### src/ccrg_pkg.sv
package ccrg_pkg;

   // ************************************************************
   // Clock source selection codes shared by both input muxes.
   // ************************************************************
   localparam logic [1:0] SRC_MASTER_CLOCK = 2'h0;
   localparam logic [1:0] SRC_MULTIPURPOSE_PIN_TWO = 2'h1;
   localparam logic [1:0] SRC_BIT_CLOCK = 2'h2;

   // Codec clock mux codes.
   localparam logic CODEC_FROM_DIVIDER = 1'b0;
   localparam logic CODEC_FROM_LOOP = 1'b1;

   // ************************************************************
   // Field offsets that turn stored codes into working ratios.
   // ************************************************************
   localparam logic [4:0] Q_OFFSET = 5'h02;
   localparam logic [3:0] P_OFFSET = 4'h1;
   localparam logic [4:0] R_OFFSET = 5'h01;
   localparam logic [3:0] N_OFFSET = 4'h1;
   localparam logic [5:0] K_MIN = 6'h01;

   // Fixed post divider between the loop output and its divided output.
   localparam logic [1:0] LOOP_POST_DIV_LAST = 2'h3;

   // Saturation limit of the loop credit accumulator.
   localparam logic [11:0] CREDIT_MAX = 12'hfff;

   // Converter rate steps per reference tick, single and dual rate.
   localparam logic [3:0] STEP_SINGLE = 4'h1;
   localparam logic [3:0] STEP_DUAL = 4'h2;

   // ************************************************************
   // Configuration word written by the host.
   // ************************************************************
   typedef struct packed {
      logic codec_src;
      logic [1:0] divider_src;
      logic [1:0] loop_src;
      logic [3:0] q_code;
      logic [2:0] p_code;
      logic [5:0] k_value;
      logic [3:0] r_code;
      logic [2:0] adc_rate_divisor;
      logic [2:0] dac_rate_divisor;
      logic adc_dual_rate;
      logic dac_dual_rate;
   } ccrg_cfg_s;

   localparam ccrg_cfg_s CFG_RESET = '{
      codec_src: CODEC_FROM_DIVIDER,
      divider_src: SRC_MASTER_CLOCK,
      loop_src: SRC_MASTER_CLOCK,
      q_code: 4'h0,
      p_code: 3'h0,
      k_value: 6'h01,
      r_code: 4'h0,
      adc_rate_divisor: 3'h0,
      dac_rate_divisor: 3'h0,
      adc_dual_rate: 1'b0,
      dac_dual_rate: 1'b0
   };

   // Output ticks of the block, each a one-cycle pulse except loop_output, which can stay high on consecutive cycles.
   typedef struct packed {
      logic integer_divider_output;
      logic loop_output;
      logic loop_divided_output;
      logic fs_ref_tick;
      logic adc_rate_tick;
      logic dac_rate_tick;
   } ccrg_ticks_s;

endpackage

### src/ccrg_clock_gen.sv
`timescale 1ns/1ps
// Notes on behaviour
// - The codec clock follows the integer divider path or the loop divided path as selected.
// - The divider input mux picks master clock, pin two or bit clock, master clock after reset.
// - The integer divider divides its input by Q, any whole value from 2 through 17.
// - With the loop bypassed the divider output is itself the reference sample rate.
// - The loop input mux picks among the same three clocks independently of the divider mux.
// - The loop output rates follow from P, K and R applied to the selected loop input.
// - ADC and DAC rates each come from the reference rate through their own divisor.
// - Each converter path has its own dual-rate option that doubles its derived rate when its divisor is above one.
module ccrg_clock_gen (
   input wire logic ref_clk,
   input wire logic rstn,
   input wire logic master_clock_pin,
   input wire logic multipurpose_pin_two,
   input wire logic bit_clock_pin,
   input wire logic cfg_wr,
   input wire ccrg_pkg::ccrg_cfg_s cfg_in,
   output ccrg_pkg::ccrg_cfg_s cfg_active,
   output ccrg_pkg::ccrg_ticks_s ticks
);

   // ************************************************************
   // Configuration holding register.
   // ************************************************************
   ccrg_pkg::ccrg_cfg_s cfg;
   ccrg_pkg::ccrg_cfg_s next_cfg;

   // Settings move only on a write, so a half-updated ratio is never seen.
   always_comb begin
      next_cfg = cfg;
      if (cfg_wr) begin
         next_cfg = cfg_in;
      end
   end

   always_ff @(posedge ref_clk or negedge rstn) begin
      if (!rstn) begin
         cfg <= ccrg_pkg::CFG_RESET;
      end else begin
         cfg <= next_cfg;
      end
   end

   assign cfg_active = cfg;

   // ************************************************************
   // Pin synchronisers and edge detection.
   // ************************************************************
   logic [2:0] sync_a;
   logic [2:0] sync_b;
   logic [2:0] sync_c;
   logic [2:0] pin_edge;

   // Bit 0 master clock, bit 1 pin two, bit 2 bit clock; sync_a feeds only sync_b.
   always_ff @(posedge ref_clk or negedge rstn) begin
      if (!rstn) begin
         sync_a <= 3'h0;
         sync_b <= 3'h0;
         sync_c <= 3'h0;
      end else begin
         sync_a <= {bit_clock_pin, multipurpose_pin_two, master_clock_pin};
         sync_b <= sync_a;
         sync_c <= sync_b;
      end
   end

   assign pin_edge = sync_b & ~sync_c;

   // Both muxes pick rising edges; unused code 3 falls back to the master clock.
   function automatic logic pick_edge(input logic [1:0] sel, input logic [2:0] edges);
      logic result;
      result = edges[0];
      case (sel)
         ccrg_pkg::SRC_MULTIPURPOSE_PIN_TWO: result = edges[1];
         ccrg_pkg::SRC_BIT_CLOCK: result = edges[2];
         default: result = edges[0];
      endcase
      return result;
   endfunction

   logic div_edge;
   logic loop_edge;

   assign div_edge = pick_edge(cfg.divider_src, pin_edge);
   // The loop only earns credit while it feeds the codec clock, so a bypassed loop stays idle.
   assign loop_edge = pick_edge(cfg.loop_src, pin_edge)
      & (cfg.codec_src == ccrg_pkg::CODEC_FROM_LOOP);

   // ************************************************************
   // Integer divider.
   // ************************************************************
   logic [4:0] q_ratio;
   logic [4:0] div_cnt;
   logic [4:0] next_div_cnt;
   logic next_div_out;
   logic div_out;

   assign q_ratio = {1'b0, cfg.q_code} + ccrg_pkg::Q_OFFSET;

   // A count left above a freshly shortened Q wraps on the next input edge, so no long stall follows.
   always_comb begin
      next_div_cnt = div_cnt;
      next_div_out = 1'b0;
      if (div_edge) begin
         if (div_cnt >= q_ratio - 5'h01) begin
            next_div_cnt = 5'h00;
            next_div_out = 1'b1;
         end else begin
            next_div_cnt = div_cnt + 5'h01;
         end
      end
   end

   always_ff @(posedge ref_clk or negedge rstn) begin
      if (!rstn) begin
         div_cnt <= 5'h00;
         div_out <= 1'b0;
      end else begin
         div_cnt <= next_div_cnt;
         div_out <= next_div_out;
      end
   end

   // ************************************************************
   // Loop path: credit accumulator standing in for the analog loop.
   // ************************************************************
   logic [3:0] p_ratio;
   logic [5:0] k_eff;
   logic [4:0] r_ratio;
   logic [10:0] kr_gain;
   logic [11:0] credit;
   logic [11:0] next_credit;
   logic [12:0] credit_sum;
   logic next_loop_out;
   logic loop_out;
   logic [1:0] post_cnt;
   logic [1:0] next_post_cnt;
   logic next_loop_div;
   logic loop_div;

   assign p_ratio = {1'b0, cfg.p_code} + ccrg_pkg::P_OFFSET;
   assign k_eff = (cfg.k_value == 6'h00) ? ccrg_pkg::K_MIN : cfg.k_value;
   assign r_ratio = {1'b0, cfg.r_code} + ccrg_pkg::R_OFFSET;
   assign kr_gain = 11'(k_eff * r_ratio);

   // Each input edge earns K times R credits and each output pulse spends P. One pulse per
   // cycle at most, so a ratio above the cycle rate saturates instead of overflowing.
   always_comb begin
      credit_sum = {1'b0, credit};
      if (loop_edge) begin
         credit_sum = credit_sum + {2'b00, kr_gain};
      end
      next_loop_out = 1'b0;
      if (credit_sum >= {9'h000, p_ratio}) begin
         next_loop_out = 1'b1;
         credit_sum = credit_sum - {9'h000, p_ratio};
      end
      if (credit_sum > {1'b0, ccrg_pkg::CREDIT_MAX}) begin
         next_credit = ccrg_pkg::CREDIT_MAX;
      end else begin
         next_credit = credit_sum[11:0];
      end
      next_post_cnt = post_cnt;
      next_loop_div = 1'b0;
      if (loop_out) begin
         next_post_cnt = post_cnt + 2'h1;
         next_loop_div = (post_cnt == ccrg_pkg::LOOP_POST_DIV_LAST);
      end
   end

   always_ff @(posedge ref_clk or negedge rstn) begin
      if (!rstn) begin
         credit <= 12'h000;
         loop_out <= 1'b0;
         post_cnt <= 2'h0;
         loop_div <= 1'b0;
      end else begin
         credit <= next_credit;
         loop_out <= next_loop_out;
         post_cnt <= next_post_cnt;
         loop_div <= next_loop_div;
      end
   end

   // ************************************************************
   // Codec clock mux and converter rate dividers.
   // ************************************************************
   logic next_fs_ref;
   logic fs_ref;
   logic [3:0] adc_n;
   logic [3:0] dac_n;
   logic [3:0] adc_step;
   logic [3:0] dac_step;
   logic [3:0] adc_acc;
   logic [3:0] dac_acc;
   logic [3:0] next_adc_acc;
   logic [3:0] next_dac_acc;
   logic next_adc_tick;
   logic next_dac_tick;
   logic adc_tick;
   logic dac_tick;

   assign adc_n = {1'b0, cfg.adc_rate_divisor} + ccrg_pkg::N_OFFSET;
   assign dac_n = {1'b0, cfg.dac_rate_divisor} + ccrg_pkg::N_OFFSET;
   // Dual rate with a divisor of one cannot exceed one tick per reference tick.
   assign adc_step = cfg.adc_dual_rate && adc_n > 4'h1 ? ccrg_pkg::STEP_DUAL : ccrg_pkg::STEP_SINGLE;
   assign dac_step = cfg.dac_dual_rate && dac_n > 4'h1 ? ccrg_pkg::STEP_DUAL : ccrg_pkg::STEP_SINGLE;

   // The reference tick comes from whichever path the codec mux selects.
   always_comb begin
      next_fs_ref = (cfg.codec_src == ccrg_pkg::CODEC_FROM_LOOP) ? loop_div : div_out;
      next_adc_acc = adc_acc;
      next_dac_acc = dac_acc;
      next_adc_tick = 1'b0;
      next_dac_tick = 1'b0;
      if (fs_ref) begin
         next_adc_acc = adc_acc + adc_step;
         next_dac_acc = dac_acc + dac_step;
         if (next_adc_acc >= adc_n) begin
            next_adc_acc = next_adc_acc - adc_n;
            next_adc_tick = 1'b1;
         end
         if (next_dac_acc >= dac_n) begin
            next_dac_acc = next_dac_acc - dac_n;
            next_dac_tick = 1'b1;
         end
      end
      // A divisor lowered below the residue clears it to keep the count in range.
      if (next_adc_acc >= adc_n) begin
         next_adc_acc = 4'h0;
      end
      if (next_dac_acc >= dac_n) begin
         next_dac_acc = 4'h0;
      end
   end

   always_ff @(posedge ref_clk or negedge rstn) begin
      if (!rstn) begin
         fs_ref <= 1'b0;
         adc_acc <= 4'h0;
         dac_acc <= 4'h0;
         adc_tick <= 1'b0;
         dac_tick <= 1'b0;
      end else begin
         fs_ref <= next_fs_ref;
         adc_acc <= next_adc_acc;
         dac_acc <= next_dac_acc;
         adc_tick <= next_adc_tick;
         dac_tick <= next_dac_tick;
      end
   end

   assign ticks = '{
      integer_divider_output: div_out,
      loop_output: loop_out,
      loop_divided_output: loop_div,
      fs_ref_tick: fs_ref,
      adc_rate_tick: adc_tick,
      dac_rate_tick: dac_tick
   };
endmodule

### config.mk
export PLATFORM = sky130hd
export DESIGN_NAME = ccrg_clock_gen
export DESIGN_NICKNAME = d
export VERILOG_FILES = /design/src/ccrg_pkg.sv /design/src/ccrg_clock_gen.sv
export SDC_FILE = /design/constraint.sdc
export NUM_CORES = 1
export LEC_CHECK = 0
export BUFFER_PORTS_ARGS = -buffer_cell sky130_fd_sc_hd__buf_2
export CORE_ASPECT_RATIO = 0.8
export CORE_MARGIN = 2
export CORE_UTILIZATION = 54
export DETAILED_ROUTE_END_ITERATION = 10
export GPL_TIMING_DRIVEN = 0
export HOLD_SLACK_MARGIN = 0.1
export PLACE_DENSITY = 0.88
export SYNTH_ARGS = -nofsm -noshare
export SYNTH_HDL_FRONTEND = slang
export SYNTH_SLANG_ARGS = --single-unit
### constraint.sdc
create_clock -name ref_clk -period 4.9 [get_ports ref_clk]
set_input_delay 0 -clock ref_clk [delete_from_list [all_inputs] [get_ports ref_clk]]
set_output_delay 0 -clock ref_clk [all_outputs]
set_load 0.02 [all_outputs]
After elaboration in Yosys (flattened, before gate mapping). Index checks and enable logic that the tools add are counted.

Register bits: 72. Latch bits: 0. Bits in writable memories: 0. Bits in read-only memories: 0. Bits of input ports: 36. Output and inout bits: 36. Logic and storage cells: 84. Memories: 0.

$add $sub $neg: 14. Multipliers: 1. Div/mod/pow operators: 0. Order comparisons: 9. Equal/unequal tests: 5. Shift operators: 0. Multiplexer cells: 24. Bitwise logic cells: 3. Reductions and logical operators: 3.

Operators with widths (number): 13-bit 2-to-1 mux (2); 4-bit 2-to-1 mux (6); 4-bit >= comparator (4); 12-bit by 11-bit adder with 13-bit output (1); 13-bit by 4-bit >= comparator with 1-bit output (1); 13-bit by 12-bit > comparator with 1-bit output, second input constant (1); 13-bit by 4-bit subtractor with 13-bit output (1); 3-bit by 1-bit adder with 4-bit output, second input constant (3); 12-bit 2-to-1 mux (1); 6-bit by 5-bit multiplier with 11-bit output (1); 1-bit 2-to-1 mux (9); 4-bit by 2-bit adder with 4-bit output (2); 4-bit by 1-bit > comparator with 1-bit output, second input constant (2); 4-bit subtractor (2); 2-bit == test, second input constant (3); 6-bit logical NOT (1); 6-bit 2-to-1 mux (1); 4-bit by 1-bit adder with 5-bit output, second input constant (1); 4-bit by 2-bit adder with 5-bit output, second input constant (1); 5-bit by 1-bit adder with 5-bit output, second input constant (1); 5-bit >= comparator (1); 5-bit 2-to-1 mux (1); 5-bit by 1-bit subtractor with 5-bit output, second input constant (1); 2-bit by 1-bit == test with 1-bit output, second input constant (2); other kinds (7) (10).

Depth between registers and ports, before layout.
Depth after elaboration: 10. Gate-level depth with buffers: 22. Mapped depth without buffers: 22.

Worst setup path before layout. Ideal clock, no wire load.

Path type: register to register. Start point: register cfg, in the netlist cfg_active[8]. End point: register credit[11]. Library setup time: 0.131 ns. Arrival: 4.992 ns. Required time: 4.769 ns. Setup slack: -0.223 ns. Stages on the path, launching flop included: 20. Buffers on the path: 1. Period minus slack after synthesis: 5.123 ns. Cell sequence: dfrtp_1 > ha_1 > xor2_1 > and2_1 > fa_1 > fa_1 > inv_1 > fa_1 > inv_1 > ha_1 > a21oi_2 > nand2_1 > or3_1 > a211oi_2 > a31oi_1 > or2_1 > o2111ai_1 > xnor2_1 > buf_6 > o211ai_1.

Longest elaborated chain between the ends: 8. Elaborated cells on any way between the ends: 9. Those cells by class: add/sub (3); mul (1); order compare (2); mux (3).

RTL lines: from (decl) (line ccrg_clock_gen.sv:26) `ccrg_pkg::ccrg_cfg_s cfg;`; from (signal assigned) (line ccrg_clock_gen.sv:39) `cfg <= ccrg_pkg::CFG_RESET;`; from (signal assigned) (line ccrg_clock_gen.sv:41) `cfg <= next_cfg;`; 4-bit by 1-bit adder with 5-bit output * (line ccrg_clock_gen.sv:144) `assign r_ratio = {1'b0, cfg.r_code} + ccrg_pkg::R_OFFSET;`; 6-bit by 5-bit multiplier with 11-bit output * (line ccrg_clock_gen.sv:145) `assign kr_gain = 11'(k_eff * r_ratio);`; 12-bit by 11-bit adder with 13-bit output * (line ccrg_clock_gen.sv:152) `credit_sum = credit_sum + {2'b00, kr_gain};`; 13-bit 2-to-1 mux * (line ccrg_clock_gen.sv:151) `if (loop_edge) begin`; 13-bit by 4-bit subtractor with 13-bit output / 13-bit by 4-bit >= comparator with 1-bit output (equally long branches) (line ccrg_clock_gen.sv:157, ccrg_clock_gen.sv:155); 13-bit 2-to-1 mux * (line ccrg_clock_gen.sv:155) `if (credit_sum >= {9'h000, p_ratio}) begin`; 13-bit by 12-bit > comparator with 1-bit output (line ccrg_clock_gen.sv:159) `if (credit_sum > {1'b0, ccrg_pkg::CREDIT_MAX}) begin`; 12-bit 2-to-1 mux * (line ccrg_clock_gen.sv:159); net next_credit[11] (line ccrg_clock_gen.sv:133) `logic [11:0] next_credit;`; to (signal assigned) (line ccrg_clock_gen.sv:179) `credit <= next_credit;`; to (decl) (line ccrg_clock_gen.sv:132) `logic [11:0] credit;`.

Mark *: on every way through the listed nets, which the timed path passes. The rest lies on a longest branch. A chain may end at the register's enable or synchronous reset.

Final worst setup path.
Start point: register cfg, in the netlist cfg_active[9]. End point: register credit[10].

Same word-level chain as after synthesis.

==> results.sh <==
export IMPL_finalSetupViolCount=11
export IMPL_drt_total_wl_um=15900
export IMPL_ys_ff_latch=72
export IMPL_synth_edf_count=0
export IMPL_p_per_area_nw_per_um2=771
export IMPL_min_period_ns=4.99
export IMPL_cts_tree="built"
export IMPL_end_kind="register"
export IMPL_final_cell_mix="buf_2, dfrtp_1, ha_1"
export IMPL_die_area_sq_um=11300
export IMPL_synth_fp_nets=705
export IMPL_clkLatencyLatePin_ns=0.34
export IMPL_p_leak_uw=0.00354
export IMPL_cts_sinks=72
export IMPL_grt_pass1_vias=5243
export IMPL_violations="setup timing"
export IMPL_drive_above_1_share=0.277
export IMPL_root_buffer="clkbuf_16"
export IMPL_place_area_sq_um=6190
export IMPL_drc=0
export IMPL_core_sq_um=10200
export IMPL_hold_viol=0
export IMPL_period_share=1.02
export IMPL_antenna_found_initial=0
export IMPL_final_nets=859
export IMPL_dieHeight_um=95.3
export IMPL_ir_drop_mv=0.560
export IMPL_dr_total_vias=5066
export IMPL_grt_total_usage=0.280
export IMPL_cp_common_cell="fa_1"
export IMPL_crit_chain="ha_4, xor2_4, and2_4, fa_1, fa_1, inv_1, fa_1, inv_2, ha_4, buf_4, nand3_1, nand2_1, or3_4, a211oi_4, a31oi_2, or2_4, o2111ai_4, xnor2_2, buf_6, nand3b_1"
export IMPL_syn_avg_cell_area_sq_um=9.69
export IMPL_instances_no_fill=879
export IMPL_setup_tns_ns=-0.678
export IMPL_r2r_start="cfg_active[9]"
export IMPL_first_iter_violations=368
export IMPL_drtPass1Iterations=5
export IMPL_rsz0062_at_grt="yes"
export IMPL_async_flop_share=1.00
export IMPL_startpoint="cfg_active[9]"
export IMPL_synthesis_area_sq_um=5620
export IMPL_insertedDiodeCount=0
export IMPL_critPathArrivalTime_ns=5.20
export IMPL_gp_congestion=0.834
export IMPL_viasPerCell=5.76
export IMPL_cts_buffers=9
export IMPL_ys_types=51
export IMPL_timing_critical_path_buf_inv=4
export IMPL_critPathKind="register to register"
export IMPL_path_max_fanout=6
export IMPL_clk_path_buf_depth=2
export IMPL_grt_max_degree=73
export IMPL_critical_path_top_delay_family="adder cells"
export IMPL_timing_fmax_ghz=0.201
export IMPL_die_w_um=118
export IMPL_final_cell_area_sq_um=7450
export IMPL_num_io_pins=72
export IMPL_max_slew_margin=0.385
export IMPL_yosysWarnings=0
export IMPL_rows=33
export IMPL_critPathMaxStageDelay_ns=0.50
export IMPL_final_util=0.731
export IMPL_worstHoldStart="cfg_wr"
export IMPL_layout_commonest_cell="buf_2"
export IMPL_crit_required_ns=5.12
export IMPL_dp_cells=790
export IMPL_ctsHtreeMaxLevel=3
export IMPL_cp_slowest_cell="fa_1"
export IMPL_maxCapViolations=0
export IMPL_wire_per_inst_um=18.1
export IMPL_drtAntennaViolNets=0
export IMPL_initial_core_util=0.551
export IMPL_ys_seq_area_frac=0.321
export IMPL_dominantRegCellSynth="dfrtp_1"
export IMPL_outcome="complete, but fails checks"
export IMPL_io_buffers=70
export IMPL_dpl_hpwl_um=9630
export IMPL_finalMaxSlewViolations=0
export IMPL_clkSlewWorstSetupHoldPaths_ns=0.06
export IMPL_grt_pass1_wl_um=24800
export IMPL_p_total_uw=5750
export IMPL_worst_pin_slew_ns=0.923
export IMPL_syn2layout_area_growth_pct=32.5
export IMPL_start_kind="register"
export IMPL_hp_class="input port to register"
export IMPL_synth_cells=580
export IMPL_setup_slack_ns=-0.0861
export IMPL_fin_skew_ns=0.00653
export IMPL_grt_ovfl_total=0
registers in the layout, indices dropped and copies added (netlist names):
name	flops
post_cnt	2
credit	12
div_out	1
adc_acc	4
sync_b	3
loop_div	1
dac_tick	1
loop_out	1
sync_a	3
adc_tick	1
sync_c	3
fs_ref	1
dac_acc	4
cfg_active	30
div_cnt	5
what timing repair did:
item / in CTS / in global routing
resized for setup: 45 / 37
endpoints found under the hold margin: 104 / 0
setup endpoints to repair: 13 / 21
pin swaps: 20 / 29
hold buffers: 50 / 0
cloned: 1 / 1
buffers inserted: 12 / 9
synthesized netlist by cell type (2+ instances only):
cell type / n / share of area
a211oi_1: 3 / 0.0040
a21o_1: 10 / 0.013
a21oi_1: 27 / 0.024
and2_1: 15 / 0.017
buf_1: 2 / 0.0013
buf_4: 6 / 0.0080
buf_6: 2 / 0.0040
clkbuf_1: 5 / 0.0033
dfrtp_1: 71 / 0.32
fa_1: 26 / 0.093
ha_1: 63 / 0.14
inv_1: 57 / 0.038
mux2_2: 27 / 0.054
mux2i_1: 13 / 0.023
nand2_1: 41 / 0.027
nand2b_1: 12 / 0.013
nand3_1: 15 / 0.013
nand3b_1: 5 / 0.0067
nor2_1: 36 / 0.024
nor2b_1: 24 / 0.027
nor3_1: 12 / 0.011
o211a_1: 2 / 0.0036
o211ai_1: 11 / 0.015
o21ai_0: 39 / 0.035
o21ai_1: 2 / 0.0018
xnor2_1: 18 / 0.028
xor2_1: 12 / 0.019
per-stage QoR:
step	hold WS [ns]	setup WS (ns)
global route	0.138	-0.225
CTS	0.110	0.00635
global placement	0.109	-0.421
finish	0.121	-0.0861
detailed placement	0.111	-0.515
floorplan	-0.296	0.00774
power breakdown:
| group | total (uW) | internal, uW | switching (uW) |
|---|---|---|---|
| Clock | 615 | 345 | 270 |
| Combinational | 4230 | 1900 | 2330 |
| Sequential | 903 | 750 | 153 |
| Total | 5750 | 2990 | 2750 |
path summary, 6_finish.rpt:
path	to	slack (ns)	depth (start not counted)
setup / recovery	credit[10]	-0.09	20
hold / removal	cfg_active[21]	0.12	3
setup reg to reg	credit[10]	-0.09	20
hold reg to reg	sync_b[1]	0.36	0
max in group asynchronous	cfg_active[14]	3.92	2
min in group asynchronous	adc_acc[3]	0.35	2
worst min-delay path: stages:
cell and delay [ns]:
clkbuf_1 0.19, nand2_1 0.11, o21ai_0 0.10
routing by layer:
layer | wire length [um] | GRT usage | vias up
met2 | 8120 | 0.502 | 245
met4 | 574 | 0.133 | 0
met1 | 6220 | 0.326 | 2483
met5 | 0 | 0 | -
li1 | - | - | 2277
met3 | 1030 | 0.0592 | 61
kinds of logic after synthesis:
logic type | Yosys count | share of synthesized area
flops | 72 | 0.321
mux | 40 | 0.0772
simple gates | 171 | 0.153
buf+inv | 73 | 0.0556
fa+ha+maj | 89 | 0.233
compound gates | 105 | 0.114
xor+xnor | 30 | 0.0467
final cells by class:
| type | count | area (sq um) |
|---|---|---|
| Multi-Input combinational cell | 435 | 3830 |
| Fill cell | 592 | 2750 |
| Sequential cell | 72 | 1810 |
| Timing Repair Buffer | 143 | 1040 |
| Clock buffer | 10 | 229 |
| Inverter | 57 | 214 |
| Tap cell | 140 | 175 |
| Buffer | 16 | 105 |
| Clock inverter | 6 | 43.8 |
Power figures use the tool's default switching activity.
